## src/include/afe_ctl_pkg.sv

```systemverilog
/*
 * constants, field layouts and carrier types for the modem front-end
 * pin, clock and power control block.
 * assumes one 50 MHz clock and an APB master with 32-bit data.
 */
package afe_ctl_pkg;
    localparam int ADDR_W = 8;
    localparam logic [7:0] OFF_CTRL0 = 8'h00;
    localparam logic [7:0] OFF_CTRL1 = 8'h04;
    localparam logic [7:0] OFF_REG2  = 8'h08;
    localparam logic [7:0] OFF_CTRL3 = 8'h0c;

    localparam logic [15:0] CTRL0_RESET = 16'h0300;
    localparam logic [15:0] CTRL1_RESET = 16'h0000;
    localparam logic [15:0] CTRL2_RESET = 16'h0000;
    localparam logic [15:0] CTRL3_RESET = 16'h0000;

    localparam int C0_OVER_LSB   = 3;
    localparam int C0_M_BIT      = 8;
    localparam int C0_Q_BIT      = 9;
    localparam int C1_DIR_LSB    = 0;
    localparam int C1_MASK_LSB   = 4;
    localparam int C1_RMASK_BIT  = 8;
    localparam int C2_OUT_LSB    = 0;
    localparam int C2_GP0CLK_BIT = 6;
    localparam int C2_GP3CLK_BIT = 10;
    localparam int C2_DIV_LSB    = 11;
    localparam int C2_DIV_W      = 5;
    localparam int C3_CL_BIT     = 2;
    localparam int C3_OH_BIT     = 3;
    localparam int C3_PDMODE_BIT = 4;
    localparam int FB_RING_BIT   = 5;
    localparam int FB_LINE_LSB   = 6;
    localparam int FB_SERIAL_BIT = 8;

    localparam logic [2:0]  OVER_C384 = 3'h1;
    localparam logic [2:0]  OVER_C128 = 3'h5;
    localparam logic [2:0]  OVER_C192 = 3'h6;
    localparam logic [2:0]  OVER_C256 = 3'h7;
    localparam logic [12:0] OVER_320  = 13'h0140;
    localparam logic [12:0] OVER_384  = 13'h0180;
    localparam logic [12:0] OVER_128  = 13'h0080;
    localparam logic [12:0] OVER_192  = 13'h00c0;
    localparam logic [12:0] OVER_256  = 13'h0100;
    localparam logic [1:0]  M_LO      = 2'h1;
    localparam logic [1:0]  M_HI      = 2'h2;
    localparam logic [2:0]  Q_LO      = 3'h3;
    localparam logic [2:0]  Q_HI      = 3'h6;
    localparam logic [5:0]  SLOT_BITS = 6'h10;

    localparam int CLK_MHZ        = 50;
    localparam int CLK_PERIOD_NS  = 20;
    localparam int RESUME_TIME_US = 1000;
    localparam int RESUME_CYCLES  = RESUME_TIME_US * CLK_MHZ;
    localparam int RESET_MIN_NS   = 100;
    localparam int RESET_MIN_CYC  = (RESET_MIN_NS + CLK_PERIOD_NS - 1) / CLK_PERIOD_NS;

    typedef enum logic [1:0] {
        LINE_ONHOOK  = 2'b00,
        LINE_OFFHOOK = 2'b01,
        LINE_CALLID  = 2'b10,
        LINE_SPECIAL = 2'b11
    } line_state_t;

    typedef struct packed {
        logic caller_id;
        logic offhook;
    } hook_ctl_t;

    typedef struct packed {
        logic [3:0] val;
        logic [3:0] oe;
    } pin_drive_t;
endpackage

```

## src/core/afe_sync2.sv

```systemverilog
/*
 * two-flop synchroniser for a bundle of independent levels.
 * assumes each bit is a slow level; bits are not coherent with each other.
 */
`timescale 1ns/1ps
`default_nettype none
module afe_sync2 #(
    parameter int WIDTH = 1
) (
    // clock and reset
    input  wire logic             clk_i,
    input  wire logic             rst_n_i,
    // levels
    input  wire logic [WIDTH-1:0] d_i,
    output logic      [WIDTH-1:0] q_o
);
    logic [WIDTH-1:0] meta;

    // first stage feeds only the second
    always_ff @(posedge clk_i or negedge rst_n_i) begin
        if (!rst_n_i) begin
            meta <= '0;
            q_o  <= '0;
        end else begin
            meta <= d_i;
            q_o  <= meta;
        end
    end
endmodule
`default_nettype wire

```

## src/core/afe_gpio_clock_power_control.sv

```systemverilog
/*
 * port pins, change interrupt, hook selection, frame sync generation,
 * timeslot choice and the two sleep modes, with an APB register slave.
 * assumes pins, carrier and line-sense levels are asynchronous to clk_i.
 */
`timescale 1ns/1ps
`default_nettype none
module afe_gpio_clock_power_control #(
    parameter int RESUME_CYCLES = afe_ctl_pkg::RESUME_CYCLES
) (
    // clock and reset
    input  wire logic        clk_i,
    input  wire logic        rst_n_i,
    // apb slave
    input  wire logic        psel,
    input  wire logic        penable,
    input  wire logic        pwrite,
    input  wire logic [7:0]  paddr,
    input  wire logic [31:0] pwdata,
    output logic      [31:0] prdata,
    output logic             pready,
    output logic             pslverr,
    // strap and control pins
    input  wire logic        clock_divider_select_i,
    input  wire logic        master_select_i,
    input  wire logic        timeslot_select_i,
    input  wire logic        hook_control_source_i,
    input  wire logic        sleep_n_i,
    // line sense and carrier
    input  wire logic        carrier_clock_i,
    input  wire logic        ring_sense_i,
    input  wire logic        line_in_use_i,
    input  wire logic        loop_limit_i,
    // port pins
    input  wire logic [3:0]  port_pin_i,
    output logic      [3:0]  port_pin_o,
    output logic      [3:0]  port_pin_oe_o,
    // frame sync pin
    input  wire logic        frame_sync_i,
    output logic             frame_sync_o,
    output logic             frame_sync_oe_o,
    // status outputs
    output logic             frame_start_o,
    output logic             slot_second_o,
    output logic [5:0]       slot_first_bit_o,
    output logic             ring_o,
    output logic             general_interrupt_out_o,
    output logic             serial_port_on_o,
    output logic             core_active_o,
    output afe_ctl_pkg::hook_ctl_t hook_o
);
    typedef enum logic [1:0] {PW_RUN, PW_SLEEP, PW_WAKE, PW_RESUME} pw_state_t;

    logic [15:0] ctrl0, ctrl1, ctrl2, ctrl3;
    logic [13:0] sync_out;
    logic [3:0]  pins_s, pins_q;
    logic        carrier_s, carrier_q, ring_src_s, fs_in_s, fs_in_q;
    logic        divsel_s, master_s, ts_s, hooksrc_s, sleep_s;
    logic        ring_next, ring_chg, evt, alive, mode1, rd2, wr;
    logic [3:0]  pin_chg;
    pw_state_t   state;
    logic [$clog2(RESUME_CYCLES+1)-1:0] resume_cnt;
    logic [12:0] fs_cnt, period;
    logic [4:0]  div_cnt, div_n;
    logic        div_clk;
    logic [1:0]  line_code;
    afe_ctl_pkg::pin_drive_t next_drive;

    // every outside level passes two flops first
    afe_sync2 #(.WIDTH(14)) u_sync (
        .clk_i   (clk_i),
        .rst_n_i (rst_n_i),
        .d_i     ({port_pin_i, carrier_clock_i,
                   ring_sense_i | line_in_use_i | loop_limit_i, frame_sync_i,
                   clock_divider_select_i, master_select_i, timeslot_select_i,
                   hook_control_source_i, sleep_n_i, 2'h0}),
        .q_o     (sync_out)
    );
    assign {pins_s, carrier_s, ring_src_s, fs_in_s, divsel_s, master_s,
            ts_s, hooksrc_s, sleep_s} = sync_out[13:2];

    function automatic logic [12:0] over_of(input logic [2:0] code);
        case (code)
            afe_ctl_pkg::OVER_C384: over_of = afe_ctl_pkg::OVER_384;
            afe_ctl_pkg::OVER_C128: over_of = afe_ctl_pkg::OVER_128;
            afe_ctl_pkg::OVER_C192: over_of = afe_ctl_pkg::OVER_192;
            afe_ctl_pkg::OVER_C256: over_of = afe_ctl_pkg::OVER_256;
            default:                over_of = afe_ctl_pkg::OVER_320;
        endcase
    endfunction

    // apb: zero-wait access phase, read data caught in setup
    assign pready = penable;
    assign wr     = psel && penable && pwrite;
    assign rd2    = psel && penable && !pwrite && paddr == afe_ctl_pkg::OFF_REG2;
    assign mode1  = ctrl3[afe_ctl_pkg::C3_PDMODE_BIT];

    always_comb begin
        pslverr = 1'b0;
        if (psel && penable) begin
            pslverr = !(paddr == afe_ctl_pkg::OFF_CTRL0 || paddr == afe_ctl_pkg::OFF_CTRL1
                     || paddr == afe_ctl_pkg::OFF_REG2 || paddr == afe_ctl_pkg::OFF_CTRL3);
        end
    end

    // registers survive sleep; only reset clears them
    always_ff @(posedge clk_i or negedge rst_n_i) begin
        if (!rst_n_i) begin
            ctrl0 <= afe_ctl_pkg::CTRL0_RESET;
            ctrl1 <= afe_ctl_pkg::CTRL1_RESET;
            ctrl2 <= afe_ctl_pkg::CTRL2_RESET;
            ctrl3 <= afe_ctl_pkg::CTRL3_RESET;
        end else if (wr) begin
            case (paddr)
                afe_ctl_pkg::OFF_CTRL0: ctrl0 <= pwdata[15:0];
                afe_ctl_pkg::OFF_CTRL1: ctrl1 <= pwdata[15:0];
                afe_ctl_pkg::OFF_REG2:  ctrl2 <= pwdata[15:0];
                afe_ctl_pkg::OFF_CTRL3: ctrl3 <= pwdata[15:0];
                default: ;
            endcase
        end
    end

    always_ff @(posedge clk_i or negedge rst_n_i) begin
        if (!rst_n_i) begin
            prdata <= 32'h0;
        end else if (psel && !penable) begin
            case (paddr)
                afe_ctl_pkg::OFF_CTRL0: prdata <= {16'h0, ctrl0};
                afe_ctl_pkg::OFF_CTRL1: prdata <= {16'h0, ctrl1};
                afe_ctl_pkg::OFF_REG2:  prdata <= {23'h0, serial_port_on_o, line_code, ring_o,
                                                   1'b0, pins_q};
                afe_ctl_pkg::OFF_CTRL3: prdata <= {16'h0, ctrl3};
                default:                prdata <= 32'h0;
            endcase
        end
    end

    // power sequencing
    always_ff @(posedge clk_i or negedge rst_n_i) begin
        if (!rst_n_i) begin
            state      <= PW_RUN;
            resume_cnt <= '0;
        end else begin
            case (state)
                PW_RUN: begin
                    if (!sleep_s) state <= PW_SLEEP;
                end
                PW_SLEEP: begin
                    resume_cnt <= '0;
                    if (sleep_s) begin
                        state <= PW_RESUME;
                    end else if (mode1 && evt) begin
                        state <= PW_WAKE;
                    end
                end
                PW_WAKE: begin
                    resume_cnt <= '0;
                    if (sleep_s) begin
                        state <= PW_RESUME;
                    end else if (rd2) begin
                        state <= PW_SLEEP;
                    end
                end
                PW_RESUME: begin
                    resume_cnt <= resume_cnt + 1'b1;
                    if (!sleep_s) begin
                        state <= PW_SLEEP;
                    end else if (resume_cnt == ($bits(resume_cnt))'(RESUME_CYCLES - 1)) begin
                        state <= PW_RUN;
                    end
                end
                default: state <= PW_RUN;
            endcase
        end
    end

    // mode 0 sleep kills ring and change logic; mode 1 keeps them
    assign alive = !(state == PW_SLEEP && !mode1);

    always_ff @(posedge clk_i or negedge rst_n_i) begin
        if (!rst_n_i) begin
            serial_port_on_o <= 1'b1;
            core_active_o    <= 1'b1;
        end else begin
            // masked mode 1 never leaves sleep without the pin
            serial_port_on_o <= state == PW_RUN || state == PW_WAKE;
            core_active_o    <= state == PW_RUN;
        end
    end

    // ring output and change interrupt
    assign ring_next = alive && ring_src_s;
    assign pin_chg   = (pins_s ^ pins_q) & ~port_pin_oe_o
                       & ~ctrl1[afe_ctl_pkg::C1_MASK_LSB +: 4];
    assign ring_chg  = (ring_next ^ ring_o) && !ctrl1[afe_ctl_pkg::C1_RMASK_BIT];
    assign evt       = alive && ((|pin_chg) || ring_chg);

    always_ff @(posedge clk_i or negedge rst_n_i) begin
        if (!rst_n_i) begin
            pins_q                  <= 4'h0;
            ring_o                  <= 1'b0;
            general_interrupt_out_o <= 1'b0;
        end else begin
            pins_q <= pins_s;
            ring_o <= ring_next;
            if (evt) general_interrupt_out_o <= !general_interrupt_out_o;
        end
    end

    // line state source and hook outputs
    always_comb begin
        if (hooksrc_s) begin
            line_code = {pins_s[1], pins_s[2]};
        end else begin
            line_code = {ctrl3[afe_ctl_pkg::C3_CL_BIT], ctrl3[afe_ctl_pkg::C3_OH_BIT]};
        end
    end

    always_ff @(posedge clk_i or negedge rst_n_i) begin
        if (!rst_n_i) begin
            hook_o <= '0;
        end else if (line_code != afe_ctl_pkg::LINE_SPECIAL) begin
            // special code holds the last state
            hook_o.offhook   <= line_code == afe_ctl_pkg::LINE_OFFHOOK;
            hook_o.caller_id <= line_code == afe_ctl_pkg::LINE_CALLID;
        end
    end

    // carrier divided by N; both edges counted so the period is N carrier cycles
    assign div_n = ctrl2[afe_ctl_pkg::C2_DIV_LSB +: afe_ctl_pkg::C2_DIV_W];

    always_ff @(posedge clk_i or negedge rst_n_i) begin
        if (!rst_n_i) begin
            carrier_q <= 1'b0;
            div_cnt   <= 5'h0;
            div_clk   <= 1'b0;
        end else begin
            carrier_q <= carrier_s;
            if (carrier_s != carrier_q) begin
                if (div_cnt + 5'h1 >= div_n) begin
                    div_cnt <= 5'h0;
                    div_clk <= !div_clk;
                end else begin
                    div_cnt <= div_cnt + 5'h1;
                end
            end
        end
    end

    // pin drivers; hook source pins forced to inputs
    always_comb begin
        next_drive.oe  = ctrl1[afe_ctl_pkg::C1_DIR_LSB +: 4] & ~(hooksrc_s ? 4'h6 : 4'h0);
        next_drive.val = ctrl2[afe_ctl_pkg::C2_OUT_LSB +: 4];
        if (ctrl2[afe_ctl_pkg::C2_GP0CLK_BIT]) next_drive.val[0] = div_clk;
        if (ctrl2[afe_ctl_pkg::C2_GP3CLK_BIT]) next_drive.val[3] = carrier_s;
    end

    always_ff @(posedge clk_i or negedge rst_n_i) begin
        if (!rst_n_i) begin
            port_pin_o    <= 4'h0;
            port_pin_oe_o <= 4'h0;
        end else begin
            port_pin_o    <= next_drive.val;
            port_pin_oe_o <= next_drive.oe;
        end
    end

    // frame sync: master divider or slave falling-edge detect
    always_comb begin
        period = over_of(ctrl0[afe_ctl_pkg::C0_OVER_LSB +: 3]);
        if (divsel_s) begin
            period = 13'(period
                     * (ctrl0[afe_ctl_pkg::C0_M_BIT] ? afe_ctl_pkg::M_HI : afe_ctl_pkg::M_LO)
                     * (ctrl0[afe_ctl_pkg::C0_Q_BIT] ? afe_ctl_pkg::Q_HI : afe_ctl_pkg::Q_LO));
        end
    end

    always_ff @(posedge clk_i or negedge rst_n_i) begin
        if (!rst_n_i) begin
            fs_cnt          <= 13'h0;
            fs_in_q         <= 1'b0;
            frame_sync_o    <= 1'b0;
            frame_sync_oe_o <= 1'b0;
            frame_start_o   <= 1'b0;
        end else begin
            fs_in_q         <= fs_in_s;
            frame_sync_oe_o <= master_s;
            frame_sync_o    <= 1'b0;
            frame_start_o   <= 1'b0;
            if (!serial_port_on_o) begin
                fs_cnt <= 13'h0;
            end else if (master_s) begin
                if (fs_cnt >= period - 13'h1) begin
                    fs_cnt        <= 13'h0;
                    frame_sync_o  <= 1'b1;
                    frame_start_o <= 1'b1;
                end else begin
                    fs_cnt <= fs_cnt + 13'h1;
                end
            end else begin
                frame_start_o <= fs_in_q && !fs_in_s;
            end
        end
    end

    // timeslot choice
    always_ff @(posedge clk_i or negedge rst_n_i) begin
        if (!rst_n_i) begin
            slot_second_o    <= 1'b0;
            slot_first_bit_o <= 6'h0;
        end else begin
            slot_second_o    <= ts_s;
            slot_first_bit_o <= ts_s ? afe_ctl_pkg::SLOT_BITS : 6'h0;
        end
    end
endmodule
`default_nettype wire

```

## config.mk

```make
export PLATFORM = sky130hd
export DESIGN_NAME = afe_gpio_clock_power_control
export DESIGN_NICKNAME = d
export VERILOG_FILES = /design/src/include/afe_ctl_pkg.sv /design/src/core/afe_sync2.sv /design/src/core/afe_gpio_clock_power_control.sv
export SDC_FILE = /design/constraint.sdc
export NUM_CORES = 1
export LEC_CHECK = 0
export ABC_AREA = 1
export BUFFER_PORTS_ARGS = -buffer_cell sky130_fd_sc_hd__buf_2
export CAP_MARGIN = 15
export CORE_ASPECT_RATIO = 0.75
export CORE_UTILIZATION = 25
export DETAILED_ROUTE_END_ITERATION = 7
export PLACE_DENSITY = 0.52
export SLEW_MARGIN = 30
export SYNTH_ARGS = -nofsm -noshare
export SYNTH_HDL_FRONTEND = slang
export SYNTH_SLANG_ARGS = --single-unit
export TNS_END_PERCENT = 1
```

## constraint.sdc

```tcl
create_clock -name clk_i -period 4.1 [get_ports clk_i]
set_input_delay 0.205 -clock clk_i [delete_from_list [all_inputs] [get_ports clk_i]]
set_output_delay 0.205 -clock clk_i [all_outputs]
set_load 0.005 [all_outputs]
```

==> summary.txt <==
Synth
  – Synth Cell Area: 7850 sq um
  – Post-synthesis compound-gate area fraction: 9.37%
  – Main combinational cell family by area after synthesis: simple AND/OR/NAND/NOR gates
  – Ys async rst share: 100%
  – Synthesized-area fraction occupied by adder cells: 4.69%
  – Synth Area per Inst: 8.45 sq um
  – Yosys top cell area share: 49.7%
  – Cells after Synth: 929
  – Synth top area cells: dfrtp_1 50%, nand2_1 13%, inv_1 5.1%, o21ai_0 3.8%, ha_1 3.7%
  – Most frequent cells after synthesis: 265 x nand2_1, 156 x dfrtp_1, 107 x inv_1, 59 x o21ai_0, 55 x nand3_1
  – Mux cell area share after synthesis: 0.143%
  – Synth Register Bits: 160
  – Synth warn: 0
  – Synth cell types: 42
  – Post-Synth XOR/XNOR Area: 2.34%
  – Seq/Total Area, Yosys: 51.1%
  – EDFF count, synth: 0
  – Count leader, synth: nand2_1
  – Synth Area in Simple Gates: 23.2%
  – Cell accounting for the most synthesized area: dfrtp_1
  – Primary FF master, synth: dfrtp_1

Setup path
  – CP peak stage delay: 440 ps
  – Req. time, crit path: 4460 ps
  – Worst R2R Setup Slack: 10 ps
  – Critical path arrival: 4450 ps
  – Setup crit end kind: register
  – Worst path slowest cell: fa_1
  – Worst-path fanout max: 5
  – Buf/Inv on CP: 3
  – Setup CP Type: reg2reg
  – Cell mode on critical path: nand2_1
  – Cell family with most CP delay: simple AND/OR/NAND/NOR gates
  – Startpoint Class: register

Global routing
  – Vias in the first global route: 6071
  – Overall Global Routing Usage: 13.1%
  – Global-route wire length before repair: 32600 um
  – Largest net degree at the start of global routing: 112
  – Grt ovf: 0
  – Initial antenna violation count: 0

Pwr
  – Cell Pwr Density: 421 nW/um^2
  – Gate power share: 13.7%
  – Maximum vdd drop: 214 uV
  – Total design power: 4.09 mW
  – Power share of the clock group: 43.6%
  – Sw Share: 27.1%
  – Power Internal: 2.98 mW
  – Psw: 1.11 mW
  – Leak: 4.81 nW
  – Power share of the sequential group: 42.8%

Clocking
  – Number of CTS-inserted buffers: 17
  – Later-pin clock latency in the skew report: 420 ps
  – Clock Tree Root: clkbuf_16
  – Clk slew on worst S/H paths: 60 ps
  – CTS max path bufs: 2
  – Clk sink count: 160
  – H-tree depth: 4
  – TritonCTS clock tree: done

Floorplan
  – IO Count: 117
  – # rows: 55
  – Core area: 30600 sq um
  – Horiz. Die Dim: 207 um
  – Die area: 32100 sq um
  – Initial Utilization: 25.7%
  – Die Span Y: 155 um

STA
  – RSZ-0062 raised after global routing: yes
  – Max Freq: 245 MHz
  – Worst slew pin tran: 917 ps
  – Min Tclk post-route: 4090 ps
  – Setup TNS: 0 ps
  – Slew headroom: 38.6%
  – Clock skew: 7.01 ps
  – Final setup viols: 0
  – Hold Vio Cnt, Final: 0
  – WHS: 84.1 ps
  – Final Max Slew Viols: 0
  – Final Cycle Share: 99.8%

Status
  – Failing checks: DRC
  – Status: complete, but fails checks

Route
  – ANT nets after route: 0
  – DRC Markers: 4
  – Iteration count of the initial detailed-routing pass: 8
  – Iter 0 DRT Violations: 409
  – Via count: 6208
  – Routed wire length: 19500 um
  – Routed len/inst: 13.4 um
  – DR vias/cell: 4.25

Placement
  – Final RePlAce weighted congestion: 0.832
  – Post-detail-place hpwl: 13900 um
  – Buffers on Ports: 79

Cells and area
  – Diodes inserted: 0
  – Layout net count: 1134
  – Share of cells above drive strength 1: 19.2%
  – Final Util: 31.7%
  – Layout area overhead: 23.5%

Run
  – Maxcap violations: 0

Worst hold path
  – Hold Path Class: in2reg
==> worst reg2reg max path, delay by kind of cell, from the launching register on <==
family	cells	cell delay, ps
adders and majority gates	5	1510
DFF	1	420
buffers and inverters	3	280
and+or+nand+nor	18	1720
AOI/OAI and AO/OA	2	90
==> sequential cells by signal, summed over array words and instances, names as in the netlist, 2 cells and up <==
signal         count
div_cnt            5
ctrl0             16
pins_q             4
ctrl3             16
hook_o             2
resume_cnt        16
u_sync.q_o        12
fs_cnt            13
prdata            16
u_sync.meta       12
port_pin_oe_o      4
state              2
port_pin_o         4
ctrl1             16
ctrl2             11
==> layout by cell type (no fill, tap or decap), types with 4 or more instances in the layout <==
cell / instances
o21ai_0: 56
xnor2_1: 4
nand4_1: 10
nand2_1: 256
dlygate4sd3_1: 14
inv_1: 102
dfrtp_1: 155
ha_1: 20
a21oi_1: 15
nand2_2: 13
nor2_2: 7
dfstp_2: 4
nor2_4: 4
nand3_2: 7
o22ai_1: 5
nor3_1: 10
inv_2: 9
nand3b_1: 6
bufinv_16: 5
buf_4: 29
buf_2: 78
nor2_1: 47
clkbuf_16: 17
conb_1: 24
o21ai_1: 52
nand3_1: 52
xor2_1: 17
==> stage by stage <==
stage	cells	area (sq um)	worst slack (ps)
after global routing	1460	9700	-280
after CTS	1457	9610	7.95
after detailed placement	1407	8710	-311
final	1460	9700	10.1
after global placement	1407	8710	-160
after floorplan	951	7930	2.37
==> path summary, 6_finish.rpt <==
kind | start | to | cells after the start
worst max-delay path | ctrl0[4]$_DFFE_PN0P_ | fs_cnt[12]$_DFFE_PN0P_ | 28
max in group asynchronous | rst_n_i | core_active_o$_DFF_PN1_ | 3
worst max register to register | ctrl0[4]$_DFFE_PN0P_ | fs_cnt[12]$_DFFE_PN0P_ | 28
min in group asynchronous | rst_n_i | u_sync.meta[4]$_DFF_PN0_ | 2
worst min register to register | u_sync.q_o[4]$_DFF_PN0_ | slot_first_bit_o[4]$_DFF_PN0_ | 0
worst min-delay path | pwdata[8] | ctrl0[8]$_DFFE_PN1P_ | 3
==> layer usage <==
metal,vias up,part of all wire (%),GRT usage (%)
met5,-,0,0
li1,3177,-,-
met2,105,44,19.0
met4,0,1.2,3.57
met3,11,5.5,3.37
met1,2915,50,19.0
==> logic make-up (layout without fill, tap and decap cells) <==
kind of cell               Yosys count  after routing
AOI/OAI and AO/OA                  140            140
adders and majority gates           27             27
other                                2             24
and+or+nand+nor                    422            423
buffers and inverters              156            265
xor gates and xnor gates            21             21
muxes                                1              1
DFF                                160            160
==> power groups by stage <==
stage	Combinational, mW	Sequential [mW]	Clock, mW
floorplan	0.373	1.74	0
global placement	0.532	1.78	0
detailed placement	0.538	1.78	0
CTS	0.561	1.75	1.82
global route	0.649	1.76	1.88
finish	0.558	1.75	1.78
==> cell type report <==
class	count	area (sq um)
multi-input combinational	636	3350
clock inverter	13	208
fill	3273	20900
tap	399	499
clock buffer	19	453
inverter	111	417
sequential	160	4010
timing repair buffer	122	763
==> repair_timing <==
item	4_1_cts	5_1_grt
pin swaps	13	12
gates resized for setup	20	18
setup buffers	3	3
gates cloned	1	0
hold endpoints to repair	120	0
endpoints found under the setup margin	15	15
hold buffers	14	0
(Power assumes the default switching activity.)
